<file path="src/inc/ioe_pkg.sv">
// Functional notes
// - After address ack, master sends command byte; device latches it as pointer.
// - Low three command bits pick one of eight registers for following data.
// - Pointer is write only and never comes back as read data.
// - Reads without a new command start where the pointer was left in its pair.
// - Input registers 00h/01h return live pin levels whatever the direction.
// - Writes to input registers are acknowledged but change nothing.
// - Input registers have no fixed reset value; they follow the pins.
// - Output registers 02h/03h set driven level of output pins only.
// - Reading an output register returns the written value, not the pin.
// - Polarity bit one inverts the pin value seen in the input register.
// - Direction bit one makes the pin a high-impedance input, zero an output.
// - Input pins have both drivers off, leaving the pin high-impedance.
// - Output pins enable the high or low driver per output bit.
// - Power-on reset release loads all registers and slave state with defaults.
// - While reset pin is low, registers and slave state stay at defaults.
// - Pins respond to outside drivers or writes only while reset pin is high.
// - Successive written bytes alternate between the two registers of a pair.
// - Successive read bytes alternate within the pair until master not-acks.
// - Answers one of two addresses by select pin; last bit one means read.
//
// Purpose: constants and types shared by the I/O expander register core
// Assumes: 100 MHz sys_clk, serial bus sampled by sys_clk
// Notes: register indices double as command codes
package ioe_pkg;
  localparam logic [2:0] IDX_IN0 = 3'h0;
  localparam logic [2:0] IDX_IN1 = 3'h1;
  localparam logic [2:0] IDX_OUT0 = 3'h2;
  localparam logic [2:0] IDX_OUT1 = 3'h3;
  localparam logic [2:0] IDX_INV0 = 3'h4;
  localparam logic [2:0] IDX_INV1 = 3'h5;
  localparam logic [2:0] IDX_DIR0 = 3'h6;
  localparam logic [2:0] IDX_DIR1 = 3'h7;
  localparam logic [2:0] PTR_RESET = 3'h0;
  localparam logic [7:0] OUT_RESET = 8'hff;
  localparam logic [7:0] INV_RESET = 8'h00;
  localparam logic [7:0] DIR_RESET = 8'hff;
  localparam logic [7:0] SYNC_RESET = 8'h00;
  localparam logic [5:0] BUS_ADDR_BASE = 6'h10;
  localparam logic [3:0] BITS_PER_BYTE = 4'h8;
  localparam logic [3:0] CNT_RESET = 4'h0;

  typedef enum logic [2:0] {
    ST_IDLE = 3'h0,
    ST_ADDR = 3'h1,
    ST_AACK = 3'h3,
    ST_WR = 3'h2,
    ST_WACK = 3'h6,
    ST_RD = 3'h7,
    ST_RACK = 3'h5
  } ioe_state_t;
endpackage

</file>
<file path="src/inc/ioe_bus_if.sv">
// Purpose: byte events between serial slave engine and register core
// Assumes: all signals on sys_clk
// Notes: pulses last one cycle
`timescale 1ns/1ps
interface ioe_bus_if;
  logic addrWrite;
  logic wrByte;
  logic [7:0] wrData;
  logic rdByteDone;
  logic [7:0] rdData;
  logic busHold;

  modport phy (output addrWrite, wrByte, wrData, rdByteDone,
    input rdData, busHold);
  modport core (input addrWrite, wrByte, wrData, rdByteDone,
    output rdData, busHold);
endinterface

</file>
<file path="src/ioe_i2c_slave.sv">
// Purpose: bit level serial bus slave, turns bus traffic into byte events
// Assumes: scl and sda are asynchronous pins, addrSel already synchronised
// Notes: open-drain sda; sdaDriveN low pulls the line low
`timescale 1ns/1ps
module ioe_i2c_slave
  import ioe_pkg::*;
(
  // Clock and reset
  input wire logic sys_clk,
  input wire logic resetn,
  // Serial pins
  input wire logic sclPin,
  input wire logic sdaPin,
  output logic sdaDriveN,
  input wire logic addrSel,
  // Byte events
  ioe_bus_if.phy bus
);
  ioe_state_t state, next_state;
  logic [1:0] sclMeta, sdaMeta;
  logic sclLast, sdaLast;
  logic [7:0] shift, next_shift;
  logic [3:0] cnt, next_cnt;
  logic isRead, next_isRead, mAck, next_mAck;
  logic next_sdaDriveN, next_addrWrite, next_wrByte, next_rdByteDone;
  logic sclRise, sclFall, startCond, stopCond;

  // Edges seen only on the second stage, never on the first
  assign sclRise = sclMeta[1] & ~sclLast;
  assign sclFall = ~sclMeta[1] & sclLast;
  assign startCond = sclMeta[1] & sclLast & sdaLast & ~sdaMeta[1];
  assign stopCond = sclMeta[1] & sclLast & ~sdaLast & sdaMeta[1];
  assign bus.wrData = shift;

  // Next state of the byte engine
  always_comb begin
    next_state = state;
    next_shift = shift;
    next_cnt = cnt;
    next_isRead = isRead;
    next_mAck = mAck;
    next_sdaDriveN = sdaDriveN;
    next_addrWrite = 1'b0;
    next_wrByte = 1'b0;
    next_rdByteDone = 1'b0;
    if (bus.busHold) begin
      next_state = ST_IDLE;
      next_sdaDriveN = 1'b1;
    end else if (startCond) begin
      next_state = ST_ADDR;
      next_cnt = CNT_RESET;
      next_sdaDriveN = 1'b1;
    end else if (stopCond) begin
      next_state = ST_IDLE;
      next_sdaDriveN = 1'b1;
    end else begin
      case (state)
        ST_ADDR, ST_WR: begin
          if (sclRise) begin
            next_shift = {shift[6:0], sdaMeta[1]};
            next_cnt = cnt + 4'h1;
          end else if (sclFall && cnt == BITS_PER_BYTE) begin
            if (state == ST_WR) begin
              next_state = ST_WACK;
              next_sdaDriveN = 1'b0;
              next_wrByte = 1'b1;
            end else if (shift[7:1] == {BUS_ADDR_BASE, addrSel}) begin
              next_state = ST_AACK;
              next_isRead = shift[0];
              next_addrWrite = ~shift[0];
              next_sdaDriveN = 1'b0;
            end else begin
              next_state = ST_IDLE;
            end
          end
        end
        ST_AACK: begin
          if (sclFall) begin
            next_cnt = CNT_RESET;
            next_shift = bus.rdData;
            next_sdaDriveN = isRead ? bus.rdData[7] : 1'b1;
            next_state = isRead ? ST_RD : ST_WR;
          end
        end
        ST_WACK: begin
          if (sclFall) begin
            next_state = ST_WR;
            next_cnt = CNT_RESET;
            next_sdaDriveN = 1'b1;
          end
        end
        ST_RD: begin
          if (sclRise) begin
            next_cnt = cnt + 4'h1;
          end else if (sclFall) begin
            if (cnt == BITS_PER_BYTE) begin
              next_state = ST_RACK;
              next_sdaDriveN = 1'b1;
            end else begin
              next_shift = {shift[6:0], 1'b0};
              next_sdaDriveN = shift[6];
            end
          end
        end
        ST_RACK: begin
          if (sclRise) begin
            next_rdByteDone = 1'b1;
            next_mAck = ~sdaMeta[1];
          end else if (sclFall) begin
            // Not-acknowledge ends the read, the pin stays released
            next_state = mAck ? ST_RD : ST_IDLE;
            next_cnt = CNT_RESET;
            next_shift = bus.rdData;
            next_sdaDriveN = mAck ? bus.rdData[7] : 1'b1;
          end
        end
        default: begin
          next_state = ST_IDLE;
          next_sdaDriveN = 1'b1;
        end
      endcase
    end
  end

  // Registers; synchroniser stages idle high like released bus lines
  always_ff @(posedge sys_clk or negedge resetn) begin
    if (!resetn) begin
      state <= ST_IDLE;
      sclMeta <= 2'h3;
      sdaMeta <= 2'h3;
      sclLast <= 1'b1;
      sdaLast <= 1'b1;
      shift <= SYNC_RESET;
      cnt <= CNT_RESET;
      isRead <= 1'b0;
      mAck <= 1'b0;
      sdaDriveN <= 1'b1;
      bus.addrWrite <= 1'b0;
      bus.wrByte <= 1'b0;
      bus.rdByteDone <= 1'b0;
    end else begin
      state <= next_state;
      sclMeta <= {sclMeta[0], sclPin};
      sdaMeta <= {sdaMeta[0], sdaPin};
      sclLast <= sclMeta[1];
      sdaLast <= sdaMeta[1];
      shift <= next_shift;
      cnt <= next_cnt;
      isRead <= next_isRead;
      mAck <= next_mAck;
      sdaDriveN <= next_sdaDriveN;
      bus.addrWrite <= next_addrWrite;
      bus.wrByte <= next_wrByte;
      bus.rdByteDone <= next_rdByteDone;
    end
  end
endmodule

</file>
<file path="src/ioe_regs.sv">
// Purpose: register core of a 16-bit two-port serial I/O expander
// Assumes: resetn is the power-on reset; resetPinN comes from outside
// Notes: pointer toggles its low bit after every data byte in either way
`timescale 1ns/1ps
module ioe_regs
  import ioe_pkg::*;
(
  // Clock and power-on reset
  input wire logic sys_clk,
  input wire logic resetn,
  // External active-low reset pin
  input wire logic resetPinN,
  // Serial bus pins and address select strap
  input wire logic sclPin,
  input wire logic sdaPin,
  output logic sdaOut,
  output logic sdaDriveN,
  input wire logic addrSel,
  // Port 0 pins
  input wire logic [7:0] port0In,
  output logic [7:0] port0Out,
  output logic [7:0] port0DriveN,
  // Port 1 pins
  input wire logic [7:0] port1In,
  output logic [7:0] port1Out,
  output logic [7:0] port1DriveN
);
  ioe_bus_if bus ();

  logic [15:0] pinMeta, pinSync;
  logic [1:0] rstMeta, addrMeta;
  logic held;
  logic [7:0] regFile [2:7];
  logic [7:0] next_regFile [2:7];
  logic [2:0] pointer, next_pointer;
  logic expectCmd, next_expectCmd;
  logic [15:0] pinLevel, next_pinLevel;
  logic [47:0] allRegs;

  // Read mux over the pointer; the pointer itself is never a source
  function automatic logic [7:0] regRead(input logic [2:0] idx,
    input logic [15:0] lvl, input logic [47:0] rf);
    logic [7:0] val;
    val = 8'h00;
    case (idx)
      IDX_IN0: val = lvl[7:0];
      IDX_IN1: val = lvl[15:8];
      IDX_OUT0: val = rf[7:0];
      IDX_OUT1: val = rf[15:8];
      IDX_INV0: val = rf[23:16];
      IDX_INV1: val = rf[31:24];
      IDX_DIR0: val = rf[39:32];
      IDX_DIR1: val = rf[47:40];
      default: val = 8'h00;
    endcase
    return val;
  endfunction

  assign held = ~rstMeta[1];
  assign bus.busHold = held;
  assign allRegs = {regFile[7], regFile[6], regFile[5], regFile[4],
    regFile[3], regFile[2]};
  assign bus.rdData = regRead(pointer, pinLevel, allRegs);

  // Pins drive straight from flops: direction bit one is drive off
  assign port0Out = regFile[IDX_OUT0];
  assign port1Out = regFile[IDX_OUT1];
  assign port0DriveN = regFile[IDX_DIR0];
  assign port1DriveN = regFile[IDX_DIR1];

  ioe_i2c_slave u_slave (
    .sys_clk(sys_clk),
    .resetn(resetn),
    .sclPin(sclPin),
    .sdaPin(sdaPin),
    .sdaDriveN(sdaDriveN),
    .addrSel(addrMeta[1]),
    .bus(bus.phy)
  );

  // Two-stage synchronisers for pins, reset pin and address strap
  always_ff @(posedge sys_clk or negedge resetn) begin
    if (!resetn) begin
      pinMeta <= 16'h0000;
      pinSync <= 16'h0000;
      rstMeta <= 2'h0;
      addrMeta <= 2'h0;
      sdaOut <= 1'b0;
    end else begin
      // Open-drain data line only ever pulls low, kept in a flop
      sdaOut <= 1'b0;
      pinMeta <= {port1In, port0In};
      pinSync <= pinMeta;
      rstMeta <= {rstMeta[0], resetPinN};
      addrMeta <= {addrMeta[0], addrSel};
    end
  end

  // Next values of pointer, registers and sampled pin levels
  always_comb begin
    for (int i = 2; i <= 7; i++) begin
      next_regFile[i] = regFile[i];
    end
    next_pointer = pointer;
    next_expectCmd = expectCmd;
    next_pinLevel = pinLevel;
    if (held) begin
      // Pin levels freeze while the reset pin holds the device
      next_regFile[IDX_OUT0] = OUT_RESET;
      next_regFile[IDX_OUT1] = OUT_RESET;
      next_regFile[IDX_INV0] = INV_RESET;
      next_regFile[IDX_INV1] = INV_RESET;
      next_regFile[IDX_DIR0] = DIR_RESET;
      next_regFile[IDX_DIR1] = DIR_RESET;
      next_pointer = PTR_RESET;
      next_expectCmd = 1'b0;
    end else begin
      // Live pins with per-bit inversion, direction ignored
      next_pinLevel = pinSync ^ {regFile[IDX_INV1], regFile[IDX_INV0]};
      if (bus.addrWrite) begin
        next_expectCmd = 1'b1;
      end
      if (bus.wrByte) begin
        if (expectCmd) begin
          next_pointer = bus.wrData[2:0];
          next_expectCmd = 1'b0;
        end else begin
          // Input register writes are taken but dropped
          if (pointer != IDX_IN0 && pointer != IDX_IN1) begin
            next_regFile[pointer] = bus.wrData;
          end
          next_pointer = {pointer[2:1], ~pointer[0]};
        end
      end else if (bus.rdByteDone) begin
        next_pointer = {pointer[2:1], ~pointer[0]};
      end
    end
  end

  // State registers; input levels reset to zero only as a known start
  always_ff @(posedge sys_clk or negedge resetn) begin
    if (!resetn) begin
      regFile[IDX_OUT0] <= OUT_RESET;
      regFile[IDX_OUT1] <= OUT_RESET;
      regFile[IDX_INV0] <= INV_RESET;
      regFile[IDX_INV1] <= INV_RESET;
      regFile[IDX_DIR0] <= DIR_RESET;
      regFile[IDX_DIR1] <= DIR_RESET;
      pointer <= PTR_RESET;
      expectCmd <= 1'b0;
      pinLevel <= 16'h0000;
    end else begin
      for (int i = 2; i <= 7; i++) begin
        regFile[i] <= next_regFile[i];
      end
      pointer <= next_pointer;
      expectCmd <= next_expectCmd;
      pinLevel <= next_pinLevel;
    end
  end

  // Command byte lands in the pointer, upper bits dropped
  a_cmd_load: assert property (@(posedge sys_clk) disable iff (!resetn)
    bus.wrByte && expectCmd && !held |=> pointer == $past(bus.wrData[2:0]))
    else $error("command byte not loaded into pointer");

  // Data write moves to the partner register
  a_write_pair: assert property (@(posedge sys_clk) disable iff (!resetn)
    bus.wrByte && !expectCmd && !held
    |=> pointer == {$past(pointer[2:1]), ~$past(pointer[0])})
    else $error("write did not alternate within pair");

  // Each read byte moves to the partner register
  a_read_pair: assert property (@(posedge sys_clk) disable iff (!resetn)
    bus.rdByteDone && !bus.wrByte && !held
    |=> pointer[0] != $past(pointer[0]) && pointer[2:1] == $past(pointer[2:1]))
    else $error("read did not alternate within pair");

  // Writes aimed at input registers leave the stored registers untouched
  a_input_ro: assert property (@(posedge sys_clk) disable iff (!resetn)
    bus.wrByte && !expectCmd && !held && pointer[2:1] == 2'b00
    |=> $stable(allRegs))
    else $error("input register write changed state");

  // Direction write reaches the pin driver enables
  a_dir_write: assert property (@(posedge sys_clk) disable iff (!resetn)
    bus.wrByte && !expectCmd && !held && pointer == IDX_DIR0
    |=> port0DriveN == $past(bus.wrData))
    else $error("direction write not seen at drive enables");

  // Output write reaches the pin levels
  a_out_write: assert property (@(posedge sys_clk) disable iff (!resetn)
    bus.wrByte && !expectCmd && !held && pointer == IDX_OUT1
    |=> port1Out == $past(bus.wrData))
    else $error("output write not seen at pins");

  // Reset pin holds the defaults
  a_hold_default: assert property (@(posedge sys_clk) disable iff (!resetn)
    held |=> port0DriveN == DIR_RESET && port1DriveN == DIR_RESET
    && port0Out == OUT_RESET && pointer == PTR_RESET)
    else $error("defaults not held under reset pin");

  // Input value is the synchronised pin with inversion applied
  a_invert_path: assert property (@(posedge sys_clk) disable iff (!resetn)
    !held |=> pinLevel ==
    $past(pinSync ^ {regFile[IDX_INV1], regFile[IDX_INV0]}))
    else $error("input level or inversion wrong");

  // Pins are ignored while the reset pin is low
  a_pins_frozen: assert property (@(posedge sys_clk) disable iff (!resetn)
    held |=> $stable(pinLevel))
    else $error("input levels moved under reset pin");

  // Pointer only changes on a byte event or reset pin
  a_ptr_steady: assert property (@(posedge sys_clk) disable iff (!resetn)
    !bus.wrByte && !bus.rdByteDone && !held |=> $stable(pointer))
    else $error("pointer changed without a byte");

  // Output write to port 0 reaches the pin levels
  a_out0_write: assert property (@(posedge sys_clk) disable iff (!resetn)
    bus.wrByte && !expectCmd && !held && pointer == IDX_OUT0
    |=> port0Out == $past(bus.wrData))
    else $error("port 0 output write not seen at pins");

  // Direction write to port 1 reaches the drive enables
  a_dir1_write: assert property (@(posedge sys_clk) disable iff (!resetn)
    bus.wrByte && !expectCmd && !held && pointer == IDX_DIR1
    |=> port1DriveN == $past(bus.wrData))
    else $error("port 1 direction write not seen");

  // Inversion write to port 0 lands in its register
  a_inv0_write: assert property (@(posedge sys_clk) disable iff (!resetn)
    bus.wrByte && !expectCmd && !held && pointer == IDX_INV0
    |=> regFile[IDX_INV0] == $past(bus.wrData))
    else $error("port 0 inversion write lost");

  // Inversion write to port 1 lands in its register
  a_inv1_write: assert property (@(posedge sys_clk) disable iff (!resetn)
    bus.wrByte && !expectCmd && !held && pointer == IDX_INV1
    |=> regFile[IDX_INV1] == $past(bus.wrData))
    else $error("port 1 inversion write lost");

  // Output register reads give the written value, not the pin
  a_read_out: assert property (@(posedge sys_clk) disable iff (!resetn)
    pointer == IDX_OUT0 |-> bus.rdData == port0Out)
    else $error("output register read not the stored value");

  // Direction reads come from the register, never the pointer
  a_read_dir: assert property (@(posedge sys_clk) disable iff (!resetn)
    pointer == IDX_DIR1 |-> bus.rdData == port1DriveN)
    else $error("direction register read wrong");

  // Inversion reads come from the register
  a_read_inv: assert property (@(posedge sys_clk) disable iff (!resetn)
    pointer == IDX_INV1 |-> bus.rdData == regFile[IDX_INV1])
    else $error("inversion register read wrong");

  // Input port 0 read shows the sampled level
  a_read_in0: assert property (@(posedge sys_clk) disable iff (!resetn)
    pointer == IDX_IN0 |-> bus.rdData == pinLevel[7:0])
    else $error("input port 0 read wrong");

  // Input port 1 read shows the sampled level
  a_read_in1: assert property (@(posedge sys_clk) disable iff (!resetn)
    pointer == IDX_IN1 |-> bus.rdData == pinLevel[15:8])
    else $error("input port 1 read wrong");

  // Reset pin also resets inversion, port 1 output and command flag
  a_hold_rest: assert property (@(posedge sys_clk) disable iff (!resetn)
    held |=> !expectCmd && regFile[IDX_INV0] == INV_RESET
    && regFile[IDX_INV1] == INV_RESET && port1Out == OUT_RESET)
    else $error("remaining defaults not held under reset pin");

  // Reset pin parks the slave engine with the data line released
  a_hold_idle: assert property (@(posedge sys_clk) disable iff (!resetn)
    held |=> u_slave.state == ST_IDLE && sdaDriveN)
    else $error("slave engine not idle under reset pin");

  // Write address arms the command byte
  a_cmd_arm: assert property (@(posedge sys_clk) disable iff (!resetn)
    bus.addrWrite && !held |=> expectCmd)
    else $error("write address did not arm command byte");

  // Only the first byte after the address is a command
  a_cmd_once: assert property (@(posedge sys_clk) disable iff (!resetn)
    bus.wrByte && expectCmd && !held |=> !expectCmd)
    else $error("command flag stayed set after command");

  // Registers only move on a data byte or the reset pin
  a_regs_steady: assert property (@(posedge sys_clk) disable iff (!resetn)
    !bus.wrByte && !held |=> $stable(allRegs))
    else $error("registers changed without a write");

  // Data bytes never leave the selected pair
  a_pair_same: assert property (@(posedge sys_clk) disable iff (!resetn)
    !(bus.wrByte && expectCmd) && !held
    |=> pointer[2:1] == $past(pointer[2:1]))
    else $error("pointer left its register pair");
endmodule

</file>
<file path="config.mk">
export PLATFORM = sky130hd
export DESIGN_NAME = ioe_regs
export DESIGN_NICKNAME = d
export VERILOG_FILES = /design/src/inc/ioe_pkg.sv /design/src/inc/ioe_bus_if.sv /design/src/ioe_i2c_slave.sv /design/src/ioe_regs.sv
export SDC_FILE = /design/constraint.sdc
export NUM_CORES = 1
export LEC_CHECK = 0
export BUFFER_PORTS_ARGS = -buffer_cell sky130_fd_sc_hd__buf_2
export CORE_MARGIN = 2
export CORE_UTILIZATION = 50
export CTS_CLUSTER_DIAMETER = 50
export DETAILED_ROUTE_END_ITERATION = 8
export GPL_TIMING_DRIVEN = 0
export PLACE_DENSITY_LB_ADDON = 0.1
export SLEW_MARGIN = 20
export SYNTH_ARGS = -nofsm -noshare
export SYNTH_HDL_FRONTEND = slang
export SYNTH_SLANG_ARGS = --single-unit
</file>
<file path="constraint.sdc">
create_clock -name sys_clk -period 2.4 [get_ports sys_clk]
set_input_delay 0.48 -clock sys_clk [delete_from_list [all_inputs] [get_ports sys_clk]]
set_output_delay 0.48 -clock sys_clk [all_outputs]
set_load 0.005 [all_outputs]
</file>
==> reports/results.tsv <==
metric	value	unit
outcome	finished, final reports clean	
port buffer count	54	
post-DP HPWL	10100	um
register bit total from synthesis	131	
Bufs on Longest Clock Path	2	
post-synthesis instance total	552	
synth warn	0	
Ports	56	
final hold violations	0	
share of layout cells above drive strength 1	29.8	%
Setup Viol. Count Final	0	
grt ovf	0	
Post-Synth Simple-Gate Area	11.5	%
initial antenna violation count	0	
GPL Wtd Cong	0.899	
Final Instance Count excl. Fillers	787	
CP Class	flip-flop to flip-flop	
PD cells	725	nW/um^2
worst slew margin relative to its limit	44.3	%
Max Clk Rate	442	MHz
Multi-input gate area	2280	um^2
Post-synth EDFFs	0	
DRC errors left	0	
die outline width	114	um
mapped cell area	6070	um^2
Hold WC Path Type	primary input to flip-flop	
core footprint	11900	um^2
Mapped Avg Cell Area	11.0	um^2
clk root buf	clkbuf_16	
setup TNS	0	ps
GRT Overall Usage	23.9	%
CTS tree	yes	
Setup crit start kind	flip-flop	
fill cell count	1016	
vias in the first global route	4266	
Post-synth ARST share	100	%
Reg clk slew, reported paths	50	ps
Tmin final	2260	ps
setup bufs post-CTS	0	
Hold Startpoint	sdaPin	
crit path DAT	2610	ps
total of max-cap violations	0	
Reg area	3330	um^2
Yosys top cell area share	37.9	%
clock skew	7.76	ps
mean routed wirelength per cell	18.5	um
Critical R2R Launch	pointer[1]	
Initial Utilization	51.0	%
Slew Limit Fails	0	
Die ar.	13000	um^2
final wirelength	14500	um
Vias/cell	5.72	
die height	114	um
final core occ	60.4	%
mux cell area share after synthesis	9.33	%
first-pass GRT wire length	23100	um
via count	4501	
most common cell after layout, fill and taps aside	dfrtp_1	
Clk Latency, worst-skew pair	420	ps
nets@finish	651	
most frequent cells in the layout	dfrtp_1, buf_2, nor2_1	
period utilisation layout	94.2	%
Final Cell Area	7190	um^2
ys flop type	dfrtp_1	
Crit Path Max Fanout	10	
largest net degree at the start of global routing	93	
element type at the critical path end	flip-flop	
Compound-Gate Fraction of Synth Area	13.3	%
cts bufs inserted	17	
CTS sink cnt	131	
syn nets	576	
Critical Path Start	pointer[1]	
Pre-Repair DR Iteration Count	5	
Peak VDD IR	0.000572	V
CP required	2750	ps
CTS H-Tree Depth	4	
adder-cell share of the synthesized area	0.412	%
largest family of logic cells by synthesized area	compound AO/OA/AOI/OAI gates	
register area share after synthesis	54.8	%
Post-Synth XOR/XNOR Area	2.88	%
1st-iter DRT viols	340	
diode count	0	
FP Rows	40	
area leader, netlist	dfrtp_1	
Layout area overhead	18.4	%
cell total after placement	754	
placed cell areas	6560	um^2
Hold WS	156	ps
Distinct cells, synth	64	
Slew @ Worst Pin	826	ps
Leakage	2.98	nW
Routed Antenna Nets	0	
Synth area leaders	dfrtp_1, dfstp_2, mux2i_1	
==> Yosys cell counts (all sizes together), types with 2 or more instances <==
library cell / n
a22oi: 2
a221o: 3
mux2: 6
dfrtp: 92
or2: 2
nand2: 37
nand3: 7
mux2i: 27
o21ai: 25
xor2: 3
a31oi: 10
o22ai: 5
nand2b: 7
buf: 47
nor2b: 3
inv: 17
or3: 5
and3b: 2
ha: 2
clkbuf: 24
nor3: 2
nor4: 3
dfstp: 39
o311ai: 8
nand3b: 3
nor2: 61
mux4: 10
nor3b: 4
a311oi: 2
o211ai: 19
a21oi: 35
xnor2: 17
a211oi: 4
==> stage by stage <==
| step | power (W) | setup WS, ps |
|---|---|---|
| global route | 0.00540 | -1.19 |
| CTS | 0.00526 | 35.1 |
| finish | 0.00522 | 139 |
| floorplan | 0.00249 | 452 |
| detailed placement | 0.00262 | 41.6 |
| global placement | 0.00261 | -853 |
==> final cells by class <==
type | count | share of cell area [%]
plain buffers | 71 | 5.66
clock buffers | 23 | 6.65
multi-input cells | 333 | 31.8
flip-flops and latches | 131 | 46.3
clock inverters | 9 | 1.78
inverters | 17 | 0.888
repair buffers | 56 | 4.42
well taps | 147 | 2.56
==> registers in the layout (all words and copies together), names as in the netlist, 2 cells and up <==
name and count:
addrMeta 2, allRegs 16, pinLevel 16, pinMeta 16
pinSync 16, pointer 3, port0DriveN 8, port0Out 8
port1DriveN 8, port1Out 8, rstMeta 2, u_slave.bus.wrData 8
u_slave.cnt 4, u_slave.sclMeta 2, u_slave.sdaMeta 2, u_slave.state 3
==> worst paths after layout <==
check / cells after the start / slack (ps) / end
setup / recovery: 6 / 140 / port0Out[7]
hold / removal: 1 / 160 / u_slave.sdaMeta[0]
setup reg to reg: 6 / 140 / port0Out[7]
hold reg to reg: 0 / 340 / pinSync[0]
max in group asynchronous: 3 / 1110 / port1Out[6]
min in group asynchronous: 2 / 530 / u_slave.cnt[0]
==> power breakdown <==
group / switching [W] / leakage, nW / internal [W] / total (W)
Sequential: 0.0000476 / 1.57 / 0.00230 / 0.00235
Clock: 0.000921 / 0.301 / 0.00171 / 0.00263
Combinational: 0.000137 / 1.11 / 0.000100 / 0.000237
Total: 0.00111 / 2.98 / 0.00411 / 0.00522
==> routing by layer <==
| layer | share of wire, % | GRT usage, % | up-vias |
|---|---|---|---|
| met3 | 7.6 | 7.04 | 18 |
| met4 | 1.1 | 6.99 | 0 |
| met5 | 0 | 0 | - |
| met1 | 46 | 35.7 | 2237 |
| li1 | - | - | 2059 |
| met2 | 45 | 34.1 | 187 |
==> timing repair <==
action / 4_1_cts / 5_1_grt
endpoints found under the setup margin: 0 / 13
resized for setup: 0 / 5
hold buffers: 1 / 0
endpoints found under the hold margin: 28 / 0
==> cell families after synthesis <==
logic type / after synthesis
other cells: 1
compound gates: 124
simple gates: 143
xor+xnor: 20
buf+inv: 88
fa+ha+maj: 2
mux: 43
flops: 131
==> critical path, stage by stage, from the launching register on <==
cell and delay, ps:
dfrtp_1 320, clkbuf_1 320, nand2_1 170, o41ai_2 690, clkbuf_1 460, nor2_1 70
a31oi_1 150
No activity file was read; power rests on OpenSTA's default activity.
